**config.mk**
```make
export PLATFORM = sky130hd
export DESIGN_NAME = gdr_regs
export DESIGN_NICKNAME = d
export VERILOG_FILES = /design/src/shared/gdr_pkg.sv /design/src/gdr_regs.sv
export VERILOG_INCLUDE_DIRS = /design/src /design/src/shared
export SDC_FILE = /design/constraint.sdc
export NUM_CORES = 1
export LEC_CHECK = 0
export ABC_AREA = 1
export BUFFER_PORTS_ARGS = -buffer_cell sky130_fd_sc_hd__buf_2
export CAP_MARGIN = 20
export CORE_UTILIZATION = 47
export CTS_CLUSTER_DIAMETER = 100
export CTS_CLUSTER_SIZE = 14
export DETAILED_ROUTE_END_ITERATION = 8
export PLACE_DENSITY_LB_ADDON = 0.15
export SKIP_CTS_REPAIR_TIMING = 1
export SLEW_MARGIN = 20
export SYNTH_ARGS = -nofsm -noshare
export SYNTH_HDL_FRONTEND = slang
export SYNTH_SLANG_ARGS = --single-unit
```
**constraint.sdc**
```tcl
create_clock -name clk -period 8.45 [get_ports clk]
set_clock_uncertainty 0.2 [all_clocks]
set_input_delay 0.4225 -clock clk [delete_from_list [all_inputs] [get_ports clk]]
set_output_delay 0.4225 -clock clk [all_outputs]
set_load 0.005 [all_outputs]
```
**src/shared/gdr_cfg.svh**
```systemverilog
`ifndef GDR_CFG_SVH
`define GDR_CFG_SVH
// register addresses
`define GDR_ADDR_STAT_ONE 4'h0
`define GDR_ADDR_STAT_TWO 4'h1
`define GDR_ADDR_DRV_CTRL 4'h2
`define GDR_ADDR_HS_DRIVE 4'h3
// frame layout
`define GDR_FRAME_BITS 16
`define GDR_RW_BIT 15
`define GDR_ADDR_HI 14
`define GDR_ADDR_LO 11
`define GDR_DATA_HI 10
// status one fields
`define GDR_S1_FAULT 10
`define GDR_S1_DS_OCP 9
`define GDR_S1_GDF 8
`define GDR_S1_SUPPLY_UNDERVOLTAGE_LOCKOUT 7
`define GDR_S1_OVERTEMP_SHUTDOWN 6
// status two fields
`define GDR_S2_AMP_HI 10
`define GDR_S2_AMP_LO 8
`define GDR_S2_OTW 7
`define GDR_S2_PUV 6
// driver control fields
`define GDR_DC_PUV_OFF 9
`define GDR_DC_GDF_OFF 8
`define GDR_DC_WARN_REP 7
`define GDR_DC_MODE_HI 6
`define GDR_DC_MODE_LO 5
`define GDR_DC_FREEWHEEL 4
`define GDR_DC_DIR 3
`define GDR_DC_ALL_SWITCHES_OFF 2
`define GDR_DC_BRAKE 1
`define GDR_DC_CLEAR 0
`define GDR_DC_LOCKED_MASK 11'h007
// high side register fields
`define GDR_HS_LOCK_HI 10
`define GDR_HS_LOCK_LO 8
`define GDR_LOCK_ON 3'h6
`define GDR_LOCK_OFF 3'h3
// reset values
`define GDR_DC_RESET 11'h000
`define GDR_HS_RESET 11'h3ff
`endif

```
**src/shared/gdr_pkg.sv**
```systemverilog
package gdr_pkg;
	typedef enum logic [1:0]
	{
		GDR_MODE_SIX = 2'b00,
		GDR_MODE_THREE = 2'b01,
		GDR_MODE_SINGLE = 2'b10,
		GDR_MODE_INDEP = 2'b11
	} gdr_mode_t;
	// raw detector inputs, one level per condition
	typedef struct packed
	{
		logic ds_overcurrent_a_high;
		logic ds_overcurrent_a_low;
		logic ds_overcurrent_b_high;
		logic ds_overcurrent_b_low;
		logic ds_overcurrent_c_high;
		logic ds_overcurrent_c_low;
		logic gate_fault_a_high;
		logic gate_fault_a_low;
		logic gate_fault_b_high;
		logic gate_fault_b_low;
		logic gate_fault_c_high;
		logic gate_fault_c_low;
		logic amp_a_overcurrent;
		logic amp_b_overcurrent;
		logic amp_c_overcurrent;
		logic overtemp_warning;
		logic pump_undervoltage;
		logic supply_undervoltage_lockout;
		logic overtemp_shutdown;
	} gdr_det_t;
	// settings handed to the pwm input logic
	typedef struct packed
	{
		gdr_mode_t mode;
		logic single_input_freewheel_select;
		logic direction;
		logic all_switches_off;
		logic brake;
	} gdr_pwm_cfg_t;
	typedef enum logic [1:0]
	{
		GDR_ST_IDLE = 2'b00,
		GDR_ST_SHIFT = 2'b01,
		GDR_ST_DONE = 2'b10
	} gdr_state_t;
endpackage

```
**src/gdr_regs.sv**
```systemverilog
`timescale 1ns/1ns
`include "gdr_cfg.svh"
// Overview of operation
// - status registers read-only, flags reset zero
// - status bit ten ORs faults, drives pin
// - summary bits overcurrent, gate, undervoltage, overtemp
// - per-switch drain-source overcurrent bits five..zero
// - amplifier overcurrent bits on sense variants
// - warning bit seven, pump undervoltage six
// - per-switch gate fault bits five..zero
// - bit nine disables pump undervoltage detection
// - bit eight disables gate fault detection
// - bit seven routes warning to fault
// - mode field selects pwm input scheme
// - bit four picks freewheel in single mode
// - direction is bit three OR pin
// - all_switches_off bit turns all switches off
// - brake bit or pin enables low sides, in single mode only
// - clear bit wipes latched flags, self-clears
// - lock code locks all but few bits
// - unlock code unlocks; lock resets unlocked
// - other codes ignored while unlocked
// - other codes ignored while locked
// - frame is flag, address, eleven data
// - write returns prior register content
// - reserved bits reset to zero
module gdr_regs #(
	parameter bit HAS_SENSE_AMPS = 1'b1
)
(
	input wire logic clk,
	input wire logic rst_n,
	input wire logic sclk,
	input wire logic scs_n,
	input wire logic sdi,
	output logic sdo,
	output logic sdo_oe,
	input wire gdr_pkg::gdr_det_t det,
	input wire logic phase_c_high_input_pin,
	input wire logic phase_c_low_input_pin,
	output logic fault_indicator_pin_o,
	output logic fault_indicator_pin_oe,
	output gdr_pkg::gdr_pwm_cfg_t pwm_cfg,
	output logic [3:0] high_side_source_current_code,
	output logic [3:0] high_side_sink_current_code
);
	localparam int FB = `GDR_FRAME_BITS;
	logic rst_meta;
	logic rst_sync;
	logic [2:0] sclk_s;
	logic [1:0] scs_s;
	logic [1:0] sdi_s;
	logic sclk_d;
	logic [FB-1:0] sh_reg;
	logic [4:0] cnt_reg;
	logic [10:0] tx_reg;
	gdr_pkg::gdr_state_t st_reg;
	logic [10:0] s1_flags_reg;
	logic [10:0] s2_flags_reg;
	logic [10:0] dc_reg;
	logic [10:0] hs_reg;
	logic locked_reg;
	logic clr_now;
	logic sclk_fall;
	logic sclk_rise;
	logic frame_end;
	logic wr_ok;
	logic [10:0] s1_view;
	logic [10:0] sel_data;
	logic [3:0] f_addr;
	logic [10:0] f_data;
	logic fault_any;
	logic [10:0] s1_set;
	logic [10:0] s2_set;

	initial
	begin
		if (FB != 16)
			$error("frame length must be sixteen");
	end

	// reset released through two flops
	always_ff @(posedge clk or negedge rst_n)
	begin
		if (!rst_n)
		begin
			rst_meta <= 1'b0;
			rst_sync <= 1'b0;
		end
		else
		begin
			rst_meta <= 1'b1;
			rst_sync <= rst_meta;
		end
	end

	// pin synchronisers; third sclk stage is only for edge detection
	always_ff @(posedge clk or negedge rst_sync)
	begin
		if (!rst_sync)
		begin
			sclk_s <= 3'h0;
			scs_s <= 2'h3;
			sdi_s <= 2'h0;
		end
		else
		begin
			sclk_s <= {sclk_s[1:0], sclk};
			scs_s <= {scs_s[0], scs_n};
			sdi_s <= {sdi_s[0], sdi};
		end
	end

	assign sclk_d = sclk_s[2];
	assign sclk_fall = sclk_d & ~sclk_s[1];
	assign sclk_rise = ~sclk_d & sclk_s[1];

	function automatic logic [10:0] reg_read(input logic [3:0] a, input logic [10:0] s1,
		input logic [10:0] s2, input logic [10:0] dc, input logic [10:0] hs);
		case (a)
			`GDR_ADDR_STAT_ONE: reg_read = s1;
			`GDR_ADDR_STAT_TWO: reg_read = s2;
			`GDR_ADDR_DRV_CTRL: reg_read = dc;
			`GDR_ADDR_HS_DRIVE: reg_read = hs;
			default: reg_read = 11'h000;
		endcase
	endfunction

	// frame fields taken from the shift register
	assign f_addr = sh_reg[`GDR_ADDR_HI:`GDR_ADDR_LO];
	assign f_data = sh_reg[`GDR_DATA_HI:0];
	assign frame_end = (st_reg == gdr_pkg::GDR_ST_SHIFT) && scs_s[1] && (cnt_reg == 5'(FB));
	assign wr_ok = frame_end && !sh_reg[`GDR_RW_BIT];
	// at the fifth fall the last address bit is still on the pin, not yet in the shifter
	assign sel_data = reg_read({sh_reg[2:0], sdi_s[1]}, s1_view, s2_flags_reg,
		dc_reg, hs_reg);

	// serial frame engine; a short or long frame is dropped on deselect
	always_ff @(posedge clk or negedge rst_sync)
	begin
		if (!rst_sync)
		begin
			st_reg <= gdr_pkg::GDR_ST_IDLE;
			cnt_reg <= 5'h00;
			sh_reg <= 16'h0000;
			tx_reg <= 11'h000;
		end
		else
		begin
			case (st_reg)
				gdr_pkg::GDR_ST_IDLE:
				begin
					cnt_reg <= 5'h00;
					tx_reg <= 11'h000;
					if (!scs_s[1])
						st_reg <= gdr_pkg::GDR_ST_SHIFT;
				end
				gdr_pkg::GDR_ST_SHIFT:
				begin
					if (scs_s[1])
						st_reg <= gdr_pkg::GDR_ST_DONE;
					else if (sclk_fall)
					begin
						sh_reg <= {sh_reg[FB-2:0], sdi_s[1]};
						if (cnt_reg != 5'h1f)
							cnt_reg <= cnt_reg + 5'h01;
						// after the fifth bit the address is known: load old content
						if (cnt_reg == 5'h04)
							tx_reg <= sel_data;
					end
					else if (sclk_rise && cnt_reg > 5'h05)
						tx_reg <= {tx_reg[9:0], 1'b0};
				end
				gdr_pkg::GDR_ST_DONE:
					st_reg <= gdr_pkg::GDR_ST_IDLE;
				default:
					st_reg <= gdr_pkg::GDR_ST_IDLE;
			endcase
		end
	end

	// output driven only while selected; msb first, don't-care bits low
	assign sdo = (cnt_reg >= 5'h05) ? tx_reg[10] : 1'b0;
	assign sdo_oe = !scs_s[1] && (st_reg == gdr_pkg::GDR_ST_SHIFT);

	// driver control and lock handling
	always_ff @(posedge clk or negedge rst_sync)
	begin
		if (!rst_sync)
		begin
			dc_reg <= `GDR_DC_RESET;
			hs_reg <= `GDR_HS_RESET;
			locked_reg <= 1'b0;
		end
		else
		begin
			dc_reg[`GDR_DC_CLEAR] <= 1'b0;
			if (wr_ok && f_addr == `GDR_ADDR_DRV_CTRL)
			begin
				if (locked_reg)
					dc_reg <= (dc_reg & ~`GDR_DC_LOCKED_MASK) | (f_data & `GDR_DC_LOCKED_MASK);
				else
					dc_reg <= f_data;
			end
			if (wr_ok && f_addr == `GDR_ADDR_HS_DRIVE)
			begin
				if (!locked_reg)
					hs_reg[`GDR_HS_LOCK_LO-1:0] <= f_data[`GDR_HS_LOCK_LO-1:0];
				hs_reg[`GDR_HS_LOCK_HI:`GDR_HS_LOCK_LO] <= f_data[`GDR_HS_LOCK_HI:`GDR_HS_LOCK_LO];
				if (f_data[`GDR_HS_LOCK_HI:`GDR_HS_LOCK_LO] == `GDR_LOCK_ON)
					locked_reg <= 1'b1;
				else if (f_data[`GDR_HS_LOCK_HI:`GDR_HS_LOCK_LO] == `GDR_LOCK_OFF)
					locked_reg <= 1'b0;
			end
		end
	end

	assign clr_now = dc_reg[`GDR_DC_CLEAR];

	// detector sets, gated by the disable bits
	always_comb
	begin
		s1_set = 11'h000;
		s2_set = 11'h000;
		s1_set[5:0] = {det.ds_overcurrent_a_high, det.ds_overcurrent_a_low,
			det.ds_overcurrent_b_high, det.ds_overcurrent_b_low,
			det.ds_overcurrent_c_high, det.ds_overcurrent_c_low};
		s1_set[`GDR_S1_OVERTEMP_SHUTDOWN] = det.overtemp_shutdown;
		s1_set[`GDR_S1_SUPPLY_UNDERVOLTAGE_LOCKOUT] = det.supply_undervoltage_lockout;
		if (!dc_reg[`GDR_DC_GDF_OFF])
			s2_set[5:0] = {det.gate_fault_a_high, det.gate_fault_a_low,
				det.gate_fault_b_high, det.gate_fault_b_low,
				det.gate_fault_c_high, det.gate_fault_c_low};
		s2_set[`GDR_S2_OTW] = det.overtemp_warning;
		s2_set[`GDR_S2_PUV] = det.pump_undervoltage & ~dc_reg[`GDR_DC_PUV_OFF];
		if (HAS_SENSE_AMPS)
			s2_set[`GDR_S2_AMP_HI:`GDR_S2_AMP_LO] = {det.amp_a_overcurrent,
				det.amp_b_overcurrent, det.amp_c_overcurrent};
	end

	// latched flags; a new event wins over a clear in the same cycle
	always_ff @(posedge clk or negedge rst_sync)
	begin
		if (!rst_sync)
		begin
			s1_flags_reg <= 11'h000;
			s2_flags_reg <= 11'h000;
		end
		else
		begin
			s1_flags_reg <= (clr_now ? 11'h000 : s1_flags_reg) | s1_set;
			s2_flags_reg <= (clr_now ? 11'h000 : s2_flags_reg) | s2_set;
		end
	end

	// summary view: bits nine and eight summarise the per-switch groups
	assign fault_any = (|s1_flags_reg[`GDR_S1_DS_OCP - 1:0]) | (|s2_flags_reg[5:0])
		| s2_flags_reg[`GDR_S2_PUV] | (|s2_flags_reg[`GDR_S2_AMP_HI:`GDR_S2_AMP_LO])
		| (s2_flags_reg[`GDR_S2_OTW] & dc_reg[`GDR_DC_WARN_REP]);
	always_comb
	begin
		s1_view = s1_flags_reg;
		s1_view[`GDR_S1_DS_OCP] = |s1_flags_reg[5:0];
		s1_view[`GDR_S1_GDF] = |s2_flags_reg[5:0];
		s1_view[`GDR_S1_FAULT] = fault_any;
	end

	// open-drain fault pin pulls low while any fault stands
	assign fault_indicator_pin_o = 1'b0;
	assign fault_indicator_pin_oe = fault_any;

	// pwm configuration outputs
	always_comb
	begin
		pwm_cfg.mode = gdr_pkg::gdr_mode_t'(dc_reg[`GDR_DC_MODE_HI:`GDR_DC_MODE_LO]);
		pwm_cfg.single_input_freewheel_select = dc_reg[`GDR_DC_FREEWHEEL];
		pwm_cfg.direction = dc_reg[`GDR_DC_DIR] | phase_c_high_input_pin;
		pwm_cfg.all_switches_off = dc_reg[`GDR_DC_ALL_SWITCHES_OFF];
		pwm_cfg.brake = (pwm_cfg.mode == gdr_pkg::GDR_MODE_SINGLE)
			&& (dc_reg[`GDR_DC_BRAKE] | phase_c_low_input_pin);
	end

	assign high_side_source_current_code = hs_reg[7:4];
	assign high_side_sink_current_code = hs_reg[3:0];
endmodule

```
==> metrics <==
Max Fanout on Critical Path=11; Syn-to-layout area delta=12.0%; CTS Buf Count=9; CTS tree=yes; max reg flops=16; syn_area_per_cell=roughly 8.4 um2; Fmax=0.451 GHz; Relative slew margins=39.5%; CP dominant cell by count=nand2_1; Seq/Total Area, Yosys=52.3%; setup tns final=0 ns; Pre-antenna DRT Iters=5; via count=approximately 3200; Cell Area, Synth=4100 um2; Final GP Congestion=0.855; first-pass GRT wire length=14700 um; number of max-cap violations=0; DRC Markers=0; outcome=complete, no violations; most frequent cell after synthesis=nand2_1; Hold/Removal Path Class=in -> reg; I/O pin count=44; P_leak=~2.2 nW; final design utilization=55.0%; placed insts=610; Detailed Place HPWL=6480 um; CP Capture Type=register; Port Buf Inserts=42; largest net degree at the start of global routing=84; total congestion overflow=0; Reg clk slew, reported paths=roughly 0.1 ns; 1st-iter DRT viols=about 180; GRT Total Usage=21.6%; Yosys reg bits=85; Slew Limit Fails=0; slowest CP cell=dfrtp_1; die area=about 9000 um2; post-synth top area cell=dfrtp_1; share of cells above drive strength 1=between 10% and 20%; Met2 Wirelength=approximately 4100 um; Req. time, crit path=8.50 ns; nets=between 500 and 600; startpoint types=register; Clock Latency Late Sink=roughly 0.37 ns; # setup viols final=0; Syn Nets=between 500 and 600; Yosys Warn Count=0; slowest stage delay, CP=about 0.44 ns; Peak VDD IR=0.0000966 V; Core Region=8340 um2; Post-synth top flop=dfrtp_1; max layer used=met4; Max Root-Sink Buffers=2; CTS H-tree lvls=3; Cell Chain, Critical Path=nor2_4 -> nand2_1 -> clkinv_1 -> nand2_1 -> nand2_1 -> clkinv_1 -> nor2_1 -> nor2_1; Pwr per Cell Area=192 nW/um2; Final Non-Filler Cells=631; Synth top cells by count=nand2_1, dfrtp_1, o21ai_0; vias in the first global route=roughly 2900; minimum clock period=2.22 ns; Starting Density=49.1%; crit path DAT=2.27 ns; EDFF count, synth=0; via-per-instance ratio=~5.1; met3 WL post-DR=386 um; Tot Pwr=between 0.0008 and 0.0009 W; Synth area leaders=dfrtp_1, nand2_1, dfstp_2, o21ai_0, inv_1; RSZ-0062 raised after global routing=no; Hold WS=0.0250 ns; Synth Instances=486; met1 WL=4420 um; worst slew pin tran=just over 0.9 ns; endpoints failing hold=0; clock sinks=85; asr flop ratio synth=100%; Routed Antenna Nets=0; Setup CP Type=reg -> reg; CTS root buffer=clkbuf_8; initial antenna violation count=0; Buf+Inv Stages, Crit Path=2; Largest delay share family, worst path=simple AND/OR/NAND/NOR gates; Antenna Cells=0; Std-Cell Rows=33; DIE WIDTH=95.3 um; die height=~95 um; post-synth top area share=44.6%; Period Utilization, post-route=26.2%; detailed-route wire length=9060 um; DR WL/cell=~14 um; Yosys cell types=32
-- routing by layer --
layer,track usage (%),up-vias
li1,-,1603
met1,31.4,1525
met2,32.6,70
met3,4.47,13
met4,6.06,0
met5,0,-
-- through the flow --
stage | worst slack (ns) | cell area, um2
floorplan | 5.73 | 4100
global placement | 6.31 | 4290
detailed placement | 6.24 | 4290
CTS | 6.24 | 4520
global route | 6.07 | 4590
finish | 6.23 | 4590
-- area by class of cell --
class / count / area [um2]
repair buffers: 48 / 285
well taps: 105 / 131
clock inverters: 6 / 93.8
fillers: 803 / 3750
inverters: 53 / 199
multi-input cells: 324 / 1590
flip-flops and latches: 85 / 2150
clock buffers: 10 / 138
-- final timing paths --
| kind | startpoint | end | slack [ns] | cells past startpoint |
|---|---|---|---|---|
| worst max register to register | st_reg[1] | tx_reg[9] | 6.23 | 8 |
| worst max-delay path | st_reg[1] | tx_reg[9] | 6.23 | 8 |
| worst min register to register | rst_sync | sdi_s[0] | 0.05 | 0 |
| min in group asynchronous | rst_sync | sdi_s[0] | 0.05 | 0 |
| worst min-delay path | det[14] | s1_flags_reg[1] | 0.02 | 2 |
| max in group asynchronous | rst_sync | scs_s[0] | 7.34 | 1 |
-- cells in the final DEF, fill, tap and decap left out, types with 3 or more instances in the layout --
cell type	instances
o21ai_0	55
o21ai_2	16
dlygate4sd3_1	4
nand3_1	31
o22ai_1	3
o21bai_1	10
ha_1	4
nor2_1	41
clkbuf_8	10
dfstp_2	12
buf_2	42
dfrtp_1	72
inv_1	49
a21oi_1	3
clkinv_1	3
nand2_2	4
nand2_1	138
-- worst register-to-register path, stage by stage (launching register included) --
cell      delay (ns)
dfrtp_1         0.44
nor2_4          0.22
nand2_1         0.13
clkinv_1        0.17
nand2_1         0.11
nand2_1         0.28
clkinv_1        0.34
nor2_1          0.17
nor2_1          0.07
-- kinds of logic (layout without fill, tap and decap cells) --
kind of cell	count (synthesis)	count (layout)	share of synthesized area, %
AO/OA/AOI/OAI	91	91	13.5
XOR/XNOR	1	1	0.214
adder cells (fa/ha/maj)	4	4	1.22
buffers and inverters	77	117	8.77
flip-flops	85	85	52.3
other	2	2	0.183
AND/OR/NAND/NOR	226	226	23.8
-- where the power goes --
group | internal, W | leakage [nW] | total, W | switching [W]
Combinational | 0.0000350 | 1.10 | 0.000111 | 0.0000760
Clock | 0.000177 | 0.113 | 0.000331 | 0.000154
Sequential | 0.000423 | 1.01 | 0.000438 | 0.0000141
Total | 0.000636 | 2.23 | 0.000880 | 0.000244
Note: power is estimated with default switching activity, not from simulation.
